`config.mk`:
```
export PLATFORM = sky130hd
export DESIGN_NAME = opcode_decode
export DESIGN_NICKNAME = d
export VERILOG_FILES = /design/src/logic/opcode_classify.v /design/src/logic/opcode_decode.v
export VERILOG_INCLUDE_DIRS = /design/src /design/src/pkg
export SDC_FILE = /design/constraint.sdc
export NUM_CORES = 1
export LEC_CHECK = 0
export ABC_AREA = 0
export BUFFER_PORTS_ARGS = -buffer_cell sky130_fd_sc_hd__clkbuf_2
export CAP_MARGIN = 20
export CORE_MARGIN = 5
export CORE_UTILIZATION = 30
export CTS_CLUSTER_DIAMETER = 200
export DETAILED_ROUTE_END_ITERATION = 6
export SYNTH_ARGS = -nofsm -noshare
export SYNTH_HDL_FRONTEND = slang
export SYNTH_SLANG_ARGS = --single-unit
```
`constraint.sdc`:
```
create_clock -name sys_clk -period 3.95 [get_ports sys_clk]
set_input_delay 0.9875 -clock sys_clk [delete_from_list [all_inputs] [get_ports sys_clk]]
set_output_delay 0.9875 -clock sys_clk [all_outputs]
set_load 0.005 [all_outputs]
```
`src/pkg/opcode_decode_map.vh`:
```
// opcode decoder constants: classes, opcode patterns, states
// What this block does
// - a4/a5 string copy, a6/a7 string compare, f2/f3 repeat prefix with z bit.
// - ae/af is a single-byte string scan; bit 0 selects word width.
// - ac/ad is a single-byte string load into accumulator; bit 0 selects width.
// - aa/ab is a single-byte string store from accumulator; bit 0 selects width.
// - 3f is the ascii adjust after subtract, no operand bytes.
// - 2f is the decimal adjust after subtract, no operand bytes.
// - d4 then 0a is the ascii adjust after multiply.
// - d5 then 0a is the ascii adjust before divide.
// - 98 extends byte to word; 99 extends word to double word.
// - f6/f7 reg 100 unsigned multiply, 101 signed; operand from mod r/m.
// - f6/f7 reg 110 unsigned divide, 111 signed divide; width from bit 0.
// - f6/f7 reg 010 invert; reg 000 test immediate, one or two data bytes.
// - d0-d3 shift/rotate; reg selects rotate, carry rotate or shift kind.
// - 84/85 with mod r/m byte is a flag-only and, no result.
// - a8/a9 is flag-only and of accumulator with one or two data bytes.
// - c3 near return, cb far return, c2 near return plus 16-bit immediate.
`ifndef OPCODE_DECODE_MAP_VH
`define OPCODE_DECODE_MAP_VH

// ----------------------------------------
// decoder states
// ----------------------------------------
`define ST_OPCODE 2'h0
`define ST_MODRM 2'h1
`define ST_TRAIL 2'h2

// ----------------------------------------
// opcode groups
// ----------------------------------------
`define GRP_DIRECT 3'h0
`define GRP_UNARY 3'h1
`define GRP_SHIFT 3'h2
`define GRP_INDIR 3'h3
`define GRP_LOGIMM 3'h4
`define GRP_ASCII2 3'h5
`define GRP_TESTREG 3'h6

// ----------------------------------------
// opcode masks and patterns
// ----------------------------------------
`define MASK_W 8'hFE
`define MASK_VW 8'hFC
`define MASK_ALL 8'hFF
`define OPC_STR_COPY 8'hA4
`define OPC_STR_CMP 8'hA6
`define OPC_REPEAT 8'hF2
`define OPC_STR_SCAN 8'hAE
`define OPC_STR_LOAD 8'hAC
`define OPC_STR_STORE 8'hAA
`define OPC_ADJ_SUB 8'h3F
`define OPC_DEC_SUB 8'h2F
`define OPC_ADJ_MULT 8'hD4
`define OPC_ADJ_DIV 8'hD5
`define OPC_ADJ_TAIL 8'h0A
`define OPC_EXT_BYTE 8'h98
`define OPC_EXT_WORD 8'h99
`define OPC_UNARY 8'hF6
`define OPC_SHIFT 8'hD0
`define OPC_TEST_REG 8'h84
`define OPC_TEST_ACC 8'hA8
`define OPC_RET_NEAR 8'hC3
`define OPC_RET_FAR 8'hCB
`define OPC_RET_IMM 8'hC2
`define OPC_CALL_NEAR 8'hE8
`define OPC_JMP_NEAR 8'hE9
`define OPC_JMP_SHORT 8'hEB
`define OPC_CALL_FAR 8'h9A
`define OPC_JMP_FAR 8'hEA
`define OPC_INDIR 8'hFF
`define OPC_LOGIMM 8'h80

// ----------------------------------------
// trailing byte counts
// ----------------------------------------
`define LEN_NONE 3'h0
`define LEN_BYTE 3'h1
`define LEN_WORD 3'h2
`define LEN_FAR 3'h4

// ----------------------------------------
// operation classes
// ----------------------------------------
`define CL_UNSUPPORTED 6'h00
`define CL_STRING_COPY 6'h01
`define CL_STRING_COMPARE 6'h02
`define CL_STRING_SCAN 6'h03
`define CL_STRING_LOAD 6'h04
`define CL_STRING_STORE 6'h05
`define CL_REPEAT_PREFIX 6'h06
`define CL_ASCII_ADJUST_SUB 6'h07
`define CL_DECIMAL_ADJUST_SUB 6'h08
`define CL_ASCII_ADJUST_MULT 6'h09
`define CL_ASCII_ADJUST_DIV 6'h0A
`define CL_SIGN_EXTEND_BYTE 6'h0B
`define CL_SIGN_EXTEND_WORD 6'h0C
`define CL_MULTIPLY_OP 6'h0D
`define CL_SIGNED_MULTIPLY 6'h0E
`define CL_DIVIDE_OP 6'h0F
`define CL_SIGNED_DIVIDE 6'h10
`define CL_INVERT 6'h11
`define CL_TEST_IMM 6'h12
`define CL_ROTATE_LEFT_OP 6'h13
`define CL_ROTATE_RIGHT_OP 6'h14
`define CL_ROTATE_CARRY_LEFT 6'h15
`define CL_ROTATE_CARRY_RIGHT 6'h16
`define CL_SHIFT_LEFT 6'h17
`define CL_LOGICAL_RIGHT_SHIFT 6'h18
`define CL_ARITH_RIGHT_SHIFT 6'h19
`define CL_TEST_REG 6'h1A
`define CL_TEST_ACC 6'h1B
`define CL_RETURN_NEAR 6'h1C
`define CL_RETURN_FAR 6'h1D
`define CL_RETURN_IMM 6'h1E
`define CL_CALL_NEAR 6'h1F
`define CL_JUMP_NEAR 6'h20
`define CL_JUMP_SHORT 6'h21
`define CL_CALL_FAR 6'h22
`define CL_JUMP_FAR 6'h23
`define CL_CALL_NEAR_IND 6'h24
`define CL_CALL_FAR_IND 6'h25
`define CL_JUMP_NEAR_IND 6'h26
`define CL_JUMP_FAR_IND 6'h27
`define CL_AND_IMM 6'h28
`define CL_OR_IMM 6'h29
`define CL_XOR_IMM 6'h2A

`endif

```
`src/logic/opcode_classify.v`:
```
// first-byte classifier for the opcode decoder
`timescale 1ns/1ps
`default_nettype none
`include "opcode_decode_map.vh"

module opcode_classify (
  input  wire [7:0] opcode,
  output reg  [5:0] base_class,
  output reg  [2:0] group,
  output reg  [2:0] imm_len
);

  // masked pattern compare
  function match;
    input [7:0] b;
    input [7:0] mask;
    input [7:0] pat;
    begin
      match = ((b & mask) == pat);
    end
  endfunction

  wire w = opcode[0];

  // ----------------------------------------
  // first byte lookup
  // ----------------------------------------
  always @* begin
    base_class = `CL_UNSUPPORTED;
    group      = `GRP_DIRECT;
    imm_len    = `LEN_NONE;
    if (match(opcode, `MASK_W, `OPC_STR_COPY))
      base_class = `CL_STRING_COPY;
    else if (match(opcode, `MASK_W, `OPC_STR_CMP))
      base_class = `CL_STRING_COMPARE;
    else if (match(opcode, `MASK_W, `OPC_REPEAT))
      base_class = `CL_REPEAT_PREFIX;
    else if (match(opcode, `MASK_W, `OPC_STR_SCAN))
      base_class = `CL_STRING_SCAN;
    else if (match(opcode, `MASK_W, `OPC_STR_LOAD))
      base_class = `CL_STRING_LOAD;
    else if (match(opcode, `MASK_W, `OPC_STR_STORE))
      base_class = `CL_STRING_STORE;
    else if (match(opcode, `MASK_ALL, `OPC_ADJ_SUB))
      base_class = `CL_ASCII_ADJUST_SUB;
    else if (match(opcode, `MASK_ALL, `OPC_DEC_SUB))
      base_class = `CL_DECIMAL_ADJUST_SUB;
    else if (match(opcode, `MASK_ALL, `OPC_ADJ_MULT)) begin
      base_class = `CL_ASCII_ADJUST_MULT;
      group      = `GRP_ASCII2;
    end else if (match(opcode, `MASK_ALL, `OPC_ADJ_DIV)) begin
      base_class = `CL_ASCII_ADJUST_DIV;
      group      = `GRP_ASCII2;
    end else if (match(opcode, `MASK_ALL, `OPC_EXT_BYTE))
      base_class = `CL_SIGN_EXTEND_BYTE;
    else if (match(opcode, `MASK_ALL, `OPC_EXT_WORD))
      base_class = `CL_SIGN_EXTEND_WORD;
    else if (match(opcode, `MASK_W, `OPC_UNARY))
      group = `GRP_UNARY;
    else if (match(opcode, `MASK_VW, `OPC_SHIFT))
      group = `GRP_SHIFT;
    else if (match(opcode, `MASK_W, `OPC_TEST_REG)) begin
      base_class = `CL_TEST_REG;
      group      = `GRP_TESTREG;
    end else if (match(opcode, `MASK_W, `OPC_TEST_ACC)) begin
      base_class = `CL_TEST_ACC;
      imm_len    = w ? `LEN_WORD : `LEN_BYTE;
    end else if (match(opcode, `MASK_ALL, `OPC_RET_NEAR))
      base_class = `CL_RETURN_NEAR;
    else if (match(opcode, `MASK_ALL, `OPC_RET_FAR))
      base_class = `CL_RETURN_FAR;
    else if (match(opcode, `MASK_ALL, `OPC_RET_IMM)) begin
      base_class = `CL_RETURN_IMM;
      imm_len    = `LEN_WORD;
    end else if (match(opcode, `MASK_ALL, `OPC_CALL_NEAR)) begin
      base_class = `CL_CALL_NEAR;
      imm_len    = `LEN_WORD;
    end else if (match(opcode, `MASK_ALL, `OPC_JMP_NEAR)) begin
      base_class = `CL_JUMP_NEAR;
      imm_len    = `LEN_WORD;
    end else if (match(opcode, `MASK_ALL, `OPC_JMP_SHORT)) begin
      base_class = `CL_JUMP_SHORT;
      imm_len    = `LEN_BYTE;
    end else if (match(opcode, `MASK_ALL, `OPC_CALL_FAR)) begin
      base_class = `CL_CALL_FAR;
      imm_len    = `LEN_FAR;
    end else if (match(opcode, `MASK_ALL, `OPC_JMP_FAR)) begin
      base_class = `CL_JUMP_FAR;
      imm_len    = `LEN_FAR;
    end else if (match(opcode, `MASK_ALL, `OPC_INDIR))
      group = `GRP_INDIR;
    else if (match(opcode, `MASK_W, `OPC_LOGIMM))
      group = `GRP_LOGIMM;
  end

endmodule // opcode_classify

`default_nettype wire

```
`src/logic/opcode_decode.v`:
```
// byte-serial opcode decoder for arith, logic, string and control ops
`timescale 1ns/1ps
`default_nettype none
`include "opcode_decode_map.vh"

module opcode_decode (
  input  wire        sys_clk,
  input  wire        reset_n,
  input  wire        byte_valid,
  input  wire [7:0]  byte_data,
  output reg         op_valid_r,
  output reg  [5:0]  op_class_r,
  output reg         word_op_r,
  output reg         count_in_reg_r,
  output reg         repeat_zero_r,
  output reg         has_modrm_r,
  output reg  [7:0]  opcode_r,
  output reg  [7:0]  modrm_r,
  output reg  [1:0]  disp_len_r,
  output reg  [2:0]  trail_len_r,
  output reg  [31:0] operand_r
);

  // ----------------------------------------
  // functions
  // ----------------------------------------

  // displacement bytes implied by a mod r/m byte
  function [1:0] disp_bytes;
    input [7:0] mrm;
    begin
      case (mrm[7:6])
        2'h1:    disp_bytes = 2'h1;
        2'h2:    disp_bytes = 2'h2;
        2'h0:    disp_bytes = (mrm[2:0] == 3'h6) ? 2'h2 : 2'h0;
        default: disp_bytes = 2'h0;
      endcase
    end
  endfunction

  // class from group and the second byte
  function [5:0] second_class;
    input [2:0] grp;
    input [7:0] sec;
    input [5:0] base;
    begin
      case (grp)
        `GRP_UNARY: begin
          case (sec[5:3])
            3'h0:    second_class = `CL_TEST_IMM;
            3'h2:    second_class = `CL_INVERT;
            3'h4:    second_class = `CL_MULTIPLY_OP;
            3'h5:    second_class = `CL_SIGNED_MULTIPLY;
            3'h6:    second_class = `CL_DIVIDE_OP;
            3'h7:    second_class = `CL_SIGNED_DIVIDE;
            default: second_class = `CL_UNSUPPORTED;
          endcase
        end
        `GRP_SHIFT: begin
          case (sec[5:3])
            3'h0:    second_class = `CL_ROTATE_LEFT_OP;
            3'h1:    second_class = `CL_ROTATE_RIGHT_OP;
            3'h2:    second_class = `CL_ROTATE_CARRY_LEFT;
            3'h3:    second_class = `CL_ROTATE_CARRY_RIGHT;
            3'h4:    second_class = `CL_SHIFT_LEFT;
            3'h5:    second_class = `CL_LOGICAL_RIGHT_SHIFT;
            3'h7:    second_class = `CL_ARITH_RIGHT_SHIFT;
            default: second_class = `CL_UNSUPPORTED;
          endcase
        end
        `GRP_INDIR: begin
          case (sec[5:3])
            3'h2:    second_class = `CL_CALL_NEAR_IND;
            3'h3:    second_class = `CL_CALL_FAR_IND;
            3'h4:    second_class = `CL_JUMP_NEAR_IND;
            3'h5:    second_class = `CL_JUMP_FAR_IND;
            default: second_class = `CL_UNSUPPORTED;
          endcase
        end
        `GRP_LOGIMM: begin
          case (sec[5:3])
            3'h4:    second_class = `CL_AND_IMM;
            3'h5:    second_class = `CL_OR_IMM;
            3'h6:    second_class = `CL_XOR_IMM;
            default: second_class = `CL_UNSUPPORTED;
          endcase
        end
        `GRP_ASCII2: begin
          if (sec == `OPC_ADJ_TAIL)
            second_class = base;
          else
            second_class = `CL_UNSUPPORTED;
        end
        `GRP_TESTREG: second_class = base;
        default:      second_class = `CL_UNSUPPORTED;
      endcase
    end
  endfunction

  // immediate bytes that follow the mod r/m byte
  function [2:0] modrm_imm;
    input [5:0] cls;
    input       w;
    begin
      case (cls)
        `CL_TEST_IMM,
        `CL_AND_IMM,
        `CL_OR_IMM,
        `CL_XOR_IMM: modrm_imm = w ? `LEN_WORD : `LEN_BYTE;
        default:     modrm_imm = `LEN_NONE;
      endcase
    end
  endfunction

  // ----------------------------------------
  // first byte classifier
  // ----------------------------------------
  wire [5:0] base_class;
  wire [2:0] base_group;
  wire [2:0] base_imm;

  opcode_classify u_classify (
    .opcode     (byte_data),
    .base_class (base_class),
    .group      (base_group),
    .imm_len    (base_imm)
  );

  // ----------------------------------------
  // state
  // ----------------------------------------
  reg  [1:0] state_r;
  reg  [2:0] group_r;
  reg  [5:0] pend_class_r;
  reg  [2:0] byte_idx_r;

  // second byte decode, valid in the mod r/m state
  wire [5:0] sec_class;
  wire [1:0] sec_disp;
  wire [2:0] sec_imm;
  wire [2:0] sec_total;
  wire       sec_is_modrm;

  assign sec_is_modrm = (group_r != `GRP_ASCII2);
  assign sec_class    = second_class(group_r, byte_data, pend_class_r);
  assign sec_disp     = sec_is_modrm ? disp_bytes(byte_data) : 2'h0;
  assign sec_imm      = modrm_imm(sec_class, opcode_r[0]);
  assign sec_total    = {1'b0, sec_disp} + sec_imm;

  // last trailing byte of the current instruction
  wire trail_last = (byte_idx_r == trail_len_r - 3'h1);

  // ----------------------------------------
  // decoder sequence
  // ----------------------------------------
  always @(posedge sys_clk or negedge reset_n) begin
    if (!reset_n) begin
      state_r        <= `ST_OPCODE;
      group_r        <= `GRP_DIRECT;
      pend_class_r   <= `CL_UNSUPPORTED;
      byte_idx_r     <= 3'h0;
      op_valid_r     <= 1'b0;
      op_class_r     <= `CL_UNSUPPORTED;
      word_op_r      <= 1'b0;
      count_in_reg_r <= 1'b0;
      repeat_zero_r  <= 1'b0;
      has_modrm_r    <= 1'b0;
      opcode_r       <= 8'h00;
      modrm_r        <= 8'h00;
      disp_len_r     <= 2'h0;
      trail_len_r    <= 3'h0;
      operand_r      <= 32'h0000_0000;
    end else begin
      op_valid_r <= 1'b0;
      if (byte_valid) begin
        case (state_r)
          // first opcode byte
          `ST_OPCODE: begin
            opcode_r       <= byte_data;
            group_r        <= base_group;
            pend_class_r   <= base_class;
            op_class_r     <= base_class;
            word_op_r      <= byte_data[0];
            // v bit: count one or count from register
            count_in_reg_r <= (base_group == `GRP_SHIFT) &
                              byte_data[1];
            // z bit qualifies the repeat
            repeat_zero_r  <= (base_class == `CL_REPEAT_PREFIX) &
                              byte_data[0];
            has_modrm_r    <= (base_group != `GRP_DIRECT) &&
                              (base_group != `GRP_ASCII2);
            modrm_r        <= 8'h00;
            disp_len_r     <= 2'h0;
            trail_len_r    <= base_imm;
            operand_r      <= 32'h0000_0000;
            byte_idx_r     <= 3'h0;
            if (base_group != `GRP_DIRECT) begin
              state_r <= `ST_MODRM;
            end else if (base_imm != `LEN_NONE) begin
              state_r <= `ST_TRAIL;
            end else begin
              // single byte ops finish at once
              op_valid_r <= 1'b1;
              state_r    <= `ST_OPCODE;
            end
          end
          // second byte: mod r/m or fixed tail
          `ST_MODRM: begin
            op_class_r  <= sec_class;
            modrm_r     <= byte_data;
            disp_len_r  <= sec_disp;
            trail_len_r <= sec_total;
            byte_idx_r  <= 3'h0;
            if (sec_total != `LEN_NONE) begin
              state_r <= `ST_TRAIL;
            end else begin
              op_valid_r <= 1'b1;
              state_r    <= `ST_OPCODE;
            end
          end
          // displacement then immediate, low byte first
          `ST_TRAIL: begin
            case (byte_idx_r)
              3'h0:    operand_r[7:0]   <= byte_data;
              3'h1:    operand_r[15:8]  <= byte_data;
              3'h2:    operand_r[23:16] <= byte_data;
              default: operand_r[31:24] <= byte_data;
            endcase
            byte_idx_r <= byte_idx_r + 3'h1;
            if (trail_last) begin
              op_valid_r <= 1'b1;
              state_r    <= `ST_OPCODE;
            end
          end
          default: begin
            state_r <= `ST_OPCODE;
          end
        endcase
      end
    end
  end

endmodule // opcode_decode

`default_nettype wire

```
==> results of run 1 <==
[routing by layer]
metal,part of all wire,up-vias,track usage
met3,0.062,21,0.0427
li1,-,1928,-
met5,0,-,0
met1,0.45,1889,0.198
met4,0.018,0,0.0520
met2,0.47,149,0.241
[final timing paths]
kind / from / end / slack [ps] / cells past startpoint
worst min register to register: modrm_r[1] / modrm_r[1] / 470 / 2
worst min-delay path: modrm_r[1] / modrm_r[1] / 470 / 2
worst max register to register: group_r[0] / state_r[1] / 400 / 10
max in group asynchronous: reset_n / modrm_r[5] / 2780 / 2
min in group asynchronous: reset_n / operand_r[24] / 590 / 1
worst max-delay path: byte_data[5] / state_r[1] / 350 / 11
[per-stage QoR]
stage          total power (W)  instance area (µm²)  utilization  hold slack [ps]  instances
3_5_place_dp           0.00203                 4920        0.341              460        741
4_1_cts                0.00301                 5280        0.366              474        757
6_report               0.00296                 5300        0.367              469        758
3_3_place_gp           0.00200                 4920        0.341              460        741
2_1_floorplan          0.00166                 4370            -              439        505
5_1_grt                0.00318                 5300        0.367              495        758
[cells in the final DEF, fill, tap and decap left out, types with 6 or more instances in the layout]
| cell type | n |
|---|---|
| nand2_1 | 101 |
| xnor2_1 | 6 |
| nand2b_1 | 8 |
| a21oi_1 | 18 |
| nor2_1 | 21 |
| ha_1 | 6 |
| dfrtp_1 | 77 |
| buf_4 | 22 |
| nor3_1 | 8 |
| o31ai_1 | 9 |
| o21ai_0 | 62 |
| nor2b_1 | 8 |
| inv_1 | 18 |
| clkbuf_16 | 9 |
| nor4_1 | 7 |
| and2_1 | 6 |
| clkbuf_2 | 73 |
| nand3_1 | 8 |
[power by group]
| group | switching (W) | leakage, nW | internal, W | total [W] |
|---|---|---|---|---|
| Combinational | 0.000500 | 1.24 | 0.000346 | 0.000846 |
| Clock | 0.000328 | 0.175 | 0.000640 | 0.000969 |
| Sequential | 0.000166 | 1.03 | 0.000983 | 0.00115 |
| Total | 0.000995 | 2.45 | 0.00197 | 0.00296 |
[cells by family (layout without fill, tap and decap cells)]
kind of cell             count (synthesis)  in the layout  share of synthesized area
adder cells (fa/ha/maj)                  7              7                     0.0218
XOR/XNOR                                 7              7                     0.0140
multiplexers                             3              3                    0.00744
AO/OA/AOI/OAI                          148            148                      0.220
AND/OR/NAND/NOR                        201            201                      0.232
buffers and inverters                   62            131                     0.0644
flip-flops                              77             77                      0.441
[layout make-up]
class	count	area, µm²
clock buffers	10	239
repair buffers	96	551
well taps	184	230
fillers	1505	9130
clock inverters	6	119
inverters	19	71.3
flip-flops and latches	77	1930
multi-input cells	366	2160
[cell usage after synthesis, types with 3 or more instances]
cell       number  area [µm²]
and3_1          3        18.8
o2bb2ai_1       4        35.0
and3b_1         3        26.3
nor4b_1         3        26.3
a211oi_1        5        37.5
nand3_1         8        40.0
nor2b_1         8        50.1
nor4_1          7        43.8
nor3_1          8        40.0
and2_1          6        37.5
xnor2_1         6        52.6
a221o_1         4        40.0
o21ai_0        62         310
nand2_1       101         379
clkbuf_1       22        82.6
buf_2          10        50.1
a31oi_1         4        25.0
inv_1          18        67.6
a21oi_1        18        90.1
nand2b_1        8        50.1
nor4bb_1        4        40.0
o31ai_1         9        67.6
nand4_1         3        18.8
nor3b_1         4        30.0
dfrtp_1        77        1930
nor2_1         21        78.8
a22oi_1         4        30.0
ha_1            6        75.1
a21o_1          4        30.0
o211ai_1        5        37.5
buf_4           7        52.6
[sequential cells by signal (all words and copies together), names as in the netlist]
register / cells
operand_r: 32
modrm_r: 8
opcode_r: 8
op_class_r: 6
pend_class_r: 6
byte_idx_r: 3
group_r: 3
trail_len_r: 3
disp_len_r: 2
state_r: 2
count_in_reg_r: 1
has_modrm_r: 1
op_valid_r: 1
repeat_zero_r: 1
[worst register-to-register path: cells and delay by family (launching register included)]
kind / cells / cell delay [ps]
simple gates: 3 / 1160
flops: 1 / 730
fa+ha+maj: 2 / 670
compound gates: 4 / 660
xor+xnor: 1 / 200
==> results.md, run 1 <==
* Max Cap Viol at 0
* Number of global-route vias before repair at 3884
* Die ar. at 17100 µm²
* Rows at 44
* Arr. time, crit path at 3810 ps
* Max Slew Vio Count at 0
* Clock sinks at 77
* CTS tree: yes
* Asr flop ratio synth at 1.00
* Placeable Area at 14400 µm²
* Share of cells above drive strength 1 at 0.209
* Worst-skew pair later-pin latency at 340 ps
* Syn nets at 523
* Die Y at 131 µm
* Crit path cell chain: clkbuf_2 > xor2_1 > a2111oi_0 > or4b_2 > o2bb2ai_1 > a2bb2oi_2 > nor3_2 > ha_1 > fa_1 > nor4_1 > o31ai_1
* Slew HR at 0.559
* Cell area power density at 560 nW/µm²
* Post-CTS resize count at 0
* DR WL/cell at 16.8 µm
* Via-to-Cell Ratio at 5.26
* Initial DRT Pass Iterations at 5
* Crit-path slowest cell: or4b_2
* # hold bufs at CTS at 0
* Global-route usage over all layers at 0.151
* Final number of hold-violating endpoints at 0
* Synth Instances at 505
* Worst Hold Class: flop to flop
* Final worst slack at 348 ps
* RSZ-0062 raised after global routing: no
* Fmax at 278 MHz
* Detail Route Antenna Nets at 0
* Total CTS buffers at 9
* Initial Util at 0.303
* Placer Congestion at 0.894
* Fin crit share at 0.912
* Leakage at 2.45 nW
* Pre-CTS setup slack at 3.89 ps
* Die extent in x at 131 µm
* Final setup viols at 0
* Remaining DRCs at 0
* Via count at 3987
* Peak supply drop at 0.228 mV
* Post-Route WL at 12700 µm
* Crit path buf inv count at 1
* Critical Path Max Stage Delay at 710 ps
* Worst Setup Start Kind: input port
* Cell area after synthesis at 4370 µm²
* Status: finished, final reports clean
* Synth Flop Type: dfrtp_1
* CP top delay family: simple AND/OR/NAND/NOR gates
* Post-CTS setup buffers at 0
* Syn_area_per_cell at 8.65 µm²
* CP Capture Type: flop
* Worst path required time at 4160 ps
* Critical path class: input port to flop
* Tmin final at 3600 ps
* Post-DP HPWL at 9440 µm
* I/O Buffers at 74
* DR iter-0 viols at 279
* Clock transition at path regs at 60 ps
* Ports at 75
* Register area share after synthesis at 0.441
* Worst-Margin Slew at 660 ps
* # H-tree levels at 3
* Initial antenna violation count at 0
* Netlist cell types at 72
* Layout net count at 587
* First-pass GRT wire length at 20400 µm
* Global route overflow at 0
* Ant diodes at 0
* Syn. warnings at 0
* CP max FO at 10
* Fin Clk Skew at 6.79 ps
* Clock Root Buffer: clkbuf_16
* Setup TNS at 0 ps
* Synthesized flop and latch total at 77
* EDFF count, synth at 0
* Largest net degree at the start of global routing at 78
* Longest Clk Path Bufs at 2
* Area grow syn2layout at 21.2%
(Power assumes the default switching activity.)
==> inputs of run 2 (changes only) <==
==> constraint.sdc (replaced) <==
create_clock -name sys_clk -period 3.3 [get_ports sys_clk]
set_input_delay 0.825 -clock sys_clk [delete_from_list [all_inputs] [get_ports sys_clk]]
set_output_delay 0.825 -clock sys_clk [all_outputs]
set_load 0.005 [all_outputs]
==> run 2 against run 1 <==
  * Core utilization increased by 1.2 points
  * Hold slack improved by 5.5 ps
  * Non-clock buffer count increased by 21
  * Count of clock-buffer cells in the layout increased by 2
  * Sequential share of layout area decreased by 1.1 points
  * Setup slack got worse by 300 ps
  * Wire length increased by 4.8%
  * First-iteration DRC count decreased by 23%
  * Largest cell class unchanged
  * Highest routed layer unchanged
  * Largest power group unchanged
  * Final cell count increased by 2.8%
  * Sequential power increased by 18%
  * Clock skew decreased by 2.2 ps
  * Total power increased by 17%
  * Critical path type unchanged
==> results.md, run 2 (synthesized netlist as in run 1, its figures left out) <==
* Fin Clk Skew at 4.55 ps (-2.24 ps)
* Peak supply drop at 0.264 mV (+16%)
* Clock transition at path regs at 60 ps (about the same)
* Die extent in x at 131 µm (unchanged)
* Detail Route Antenna Nets at 0 (unchanged)
* Worst path required time at 3530 ps (-630 ps)
* FF/Latch Area at 1930 µm² (+0.13%)
* # hold bufs at CTS at 0 (unchanged)
* Placer Congestion at 0.937 (+4.8%)
* Final setup viols at 0 (unchanged)
* Max Cap Viol at 0 (unchanged)
* Placeable Area at 14400 µm² (unchanged)
* I/O Buffers at 74 (unchanged)
* Initial Util at 0.303 (unchanged)
* DR WL/cell at 17.1 µm (+2.0%)
* Ant diodes at 0 (unchanged)
* Arr. time, crit path at 3480 ps (-330 ps)
* Highest Signal Layer: met4
* Worst Hold Class: flop to flop
* CP max FO at 5 (-5)
* Longest Clk Path Bufs at 2 (unchanged)
* Tot Pwr at 0.00346 W (+17%)
* Pre-CTS setup slack at -332 ps (-336 ps)
* Crit path cell chain: buf_12 > or4b_1 > a311o_1 > o211ai_1 > buf_4 > o2bb2ai_1 > a2bb2oi_2 > nor3_2 > ha_2 > fa_2 > nor4_4 > o311a_1
* Final core occ at 0.380 (+0.0122)
* Area grow syn2layout at 25.3%
* Crit path buf inv count at 2 (+1)
* WL met2 at 6260 µm (+4.4%)
* Die Y at 131 µm (unchanged)
* Number of global-route vias before repair at 3986 (+2.6%)
* Post-DP HPWL at 9880 µm (+4.7%)
* Setup TNS at 0 ps (unchanged)
* Post-Route WL at 13300 µm (+4.8%)
* CP Capture Type: flop
* # fillers at 1481 (-1.6%)
* Global-route usage over all layers at 0.161 (+0.00979)
* Global route overflow at 0 (unchanged)
* Via-to-Cell Ratio at 5.34 (+1.6%)
* CTS tree: yes
* Critical Path Max Stage Delay at 580 ps (-130 ps)
* Largest net degree at the start of global routing at 78 (unchanged)
* First-pass GRT wire length at 21300 µm (+4.6%)
* Max reg flops at 32 (unchanged)
* Ports at 75 (unchanged)
* Rows at 44 (unchanged)
* Via count at 4162 (+4.4%)
* Final worst slack at 48.1 ps (-300 ps)
* WL met3 at 826 µm (+4.4%)
* Worst Setup Start Kind: input port
* Total CTS buffers at 9 (unchanged)
* Multi-input gate area at 2200 µm² (+1.9%)
* Worst-Margin Slew at 955 ps (+295 ps)
* Crit-path slowest cell: fa_2
* DRT met1 WL at 5770 µm (+1.6%)
* Worst-skew pair later-pin latency at 340 ps (about the same)
* # H-tree levels at 3 (unchanged)
* Fmax at 308 MHz
* Initial DRT Pass Iterations at 5 (unchanged)
* Clock Root Buffer: clkbuf_16
* Die ar. at 17100 µm² (unchanged)
* Most common cell after layout, fill and taps aside: nand2_1
* Final number of hold-violating endpoints at 0 (unchanged)
* RSZ-0062 raised after global routing: yes
* Max Slew Vio Count at 0 (unchanged)
* Initial antenna violation count at 0 (unchanged)
* Leakage at 2.52 nW (+3.0%)
* Layout net count at 608 (+3.6%)
* Fin crit share at 0.985
* Top flop regs: operand_r (32), modrm_r (8), opcode_r (8)
* Share of cells above drive strength 1 at 0.250 (+0.0414)
* CP top delay family: compound AO/OA/AOI/OAI gates
* Critical path class: input port to flop
* Tmin final at 3250 ps
* Clock sinks at 77 (unchanged)
* DR iter-0 viols at 215 (-23%)
* Most frequent cells in the layout: 101 x nand2_1, 75 x dfrtp_1, 71 x clkbuf_2, 62 x o21ai_0, 41 x buf_4
* Cell area power density at 631 nW/µm² (+13%)
* Slew HR at 0.363 (-0.195)
* Remaining DRCs at 0 (unchanged)
* Top reg by flops: operand_r
* Final hold slack at 475 ps (+5.54 ps)
* Status: finished, final reports clean
## run 2: area by class of cell
class,count,share of cell area
multi-input combinational,366,0.402
tap,184,0.0420
clock inverter,4,0.00571
sequential,77,0.352
inverter,19,0.0130
timing repair buffer,117,0.138
clock buffer,12,0.0468
## run 2: timing repair
action / 4_1_cts / 5_1_grt
resized for setup: 0 / 19
endpoints found under the setup margin: 0 / 4
buffers inserted: 0 / 1
## run 2: path summary, 6_finish.rpt
kind / slack [ps] / cells after the start / start / endpoint
hold / removal: 470 / 2 / op_class_r[4] / op_class_r[4]
max in group asynchronous: 1990 / 1 / reset_n / group_r[2]
hold reg to reg: 470 / 2 / op_class_r[4] / op_class_r[4]
setup reg to reg: 90 / 11 / group_r[0] / trail_len_r[1]
min in group asynchronous: 640 / 1 / reset_n / operand_r[0]
setup / recovery: 50 / 12 / byte_data[5] / op_valid_r
## run 2: power by group
part / internal (W) / switching (W)
logic: 0.000490 / 0.000653
registers: 0.00118 / 0.000184
clock network: 0.000553 / 0.000398
## run 2: worst register-to-register path: stages, from the launching register on
cell and delay, ps:
dfrtp_2 460, buf_12 170, and3b_1 210, and4_4 220, a221o_1 360, a211o_1 310, a2bb2oi_2 150, nor3_2 180
ha_2 210, fa_2 470, a221oi_2 280, a21oi_1 60
## run 2: through the flow
| step | instances | area [µm²] |
|---|---|---|
| after global routing | 779 | 5480 |
| after detailed placement | 761 | 5100 |
| after global placement | 761 | 5100 |
| after floorplan | 505 | 4400 |
| after CTS | 777 | 5390 |
| final | 779 | 5480 |
## run 2: layer usage
metal,vias to the layer above,GRT usage
met4,0,0.0678
met5,-,0
met3,34,0.0435
li1,1967,-
met2,155,0.260
met1,2006,0.204
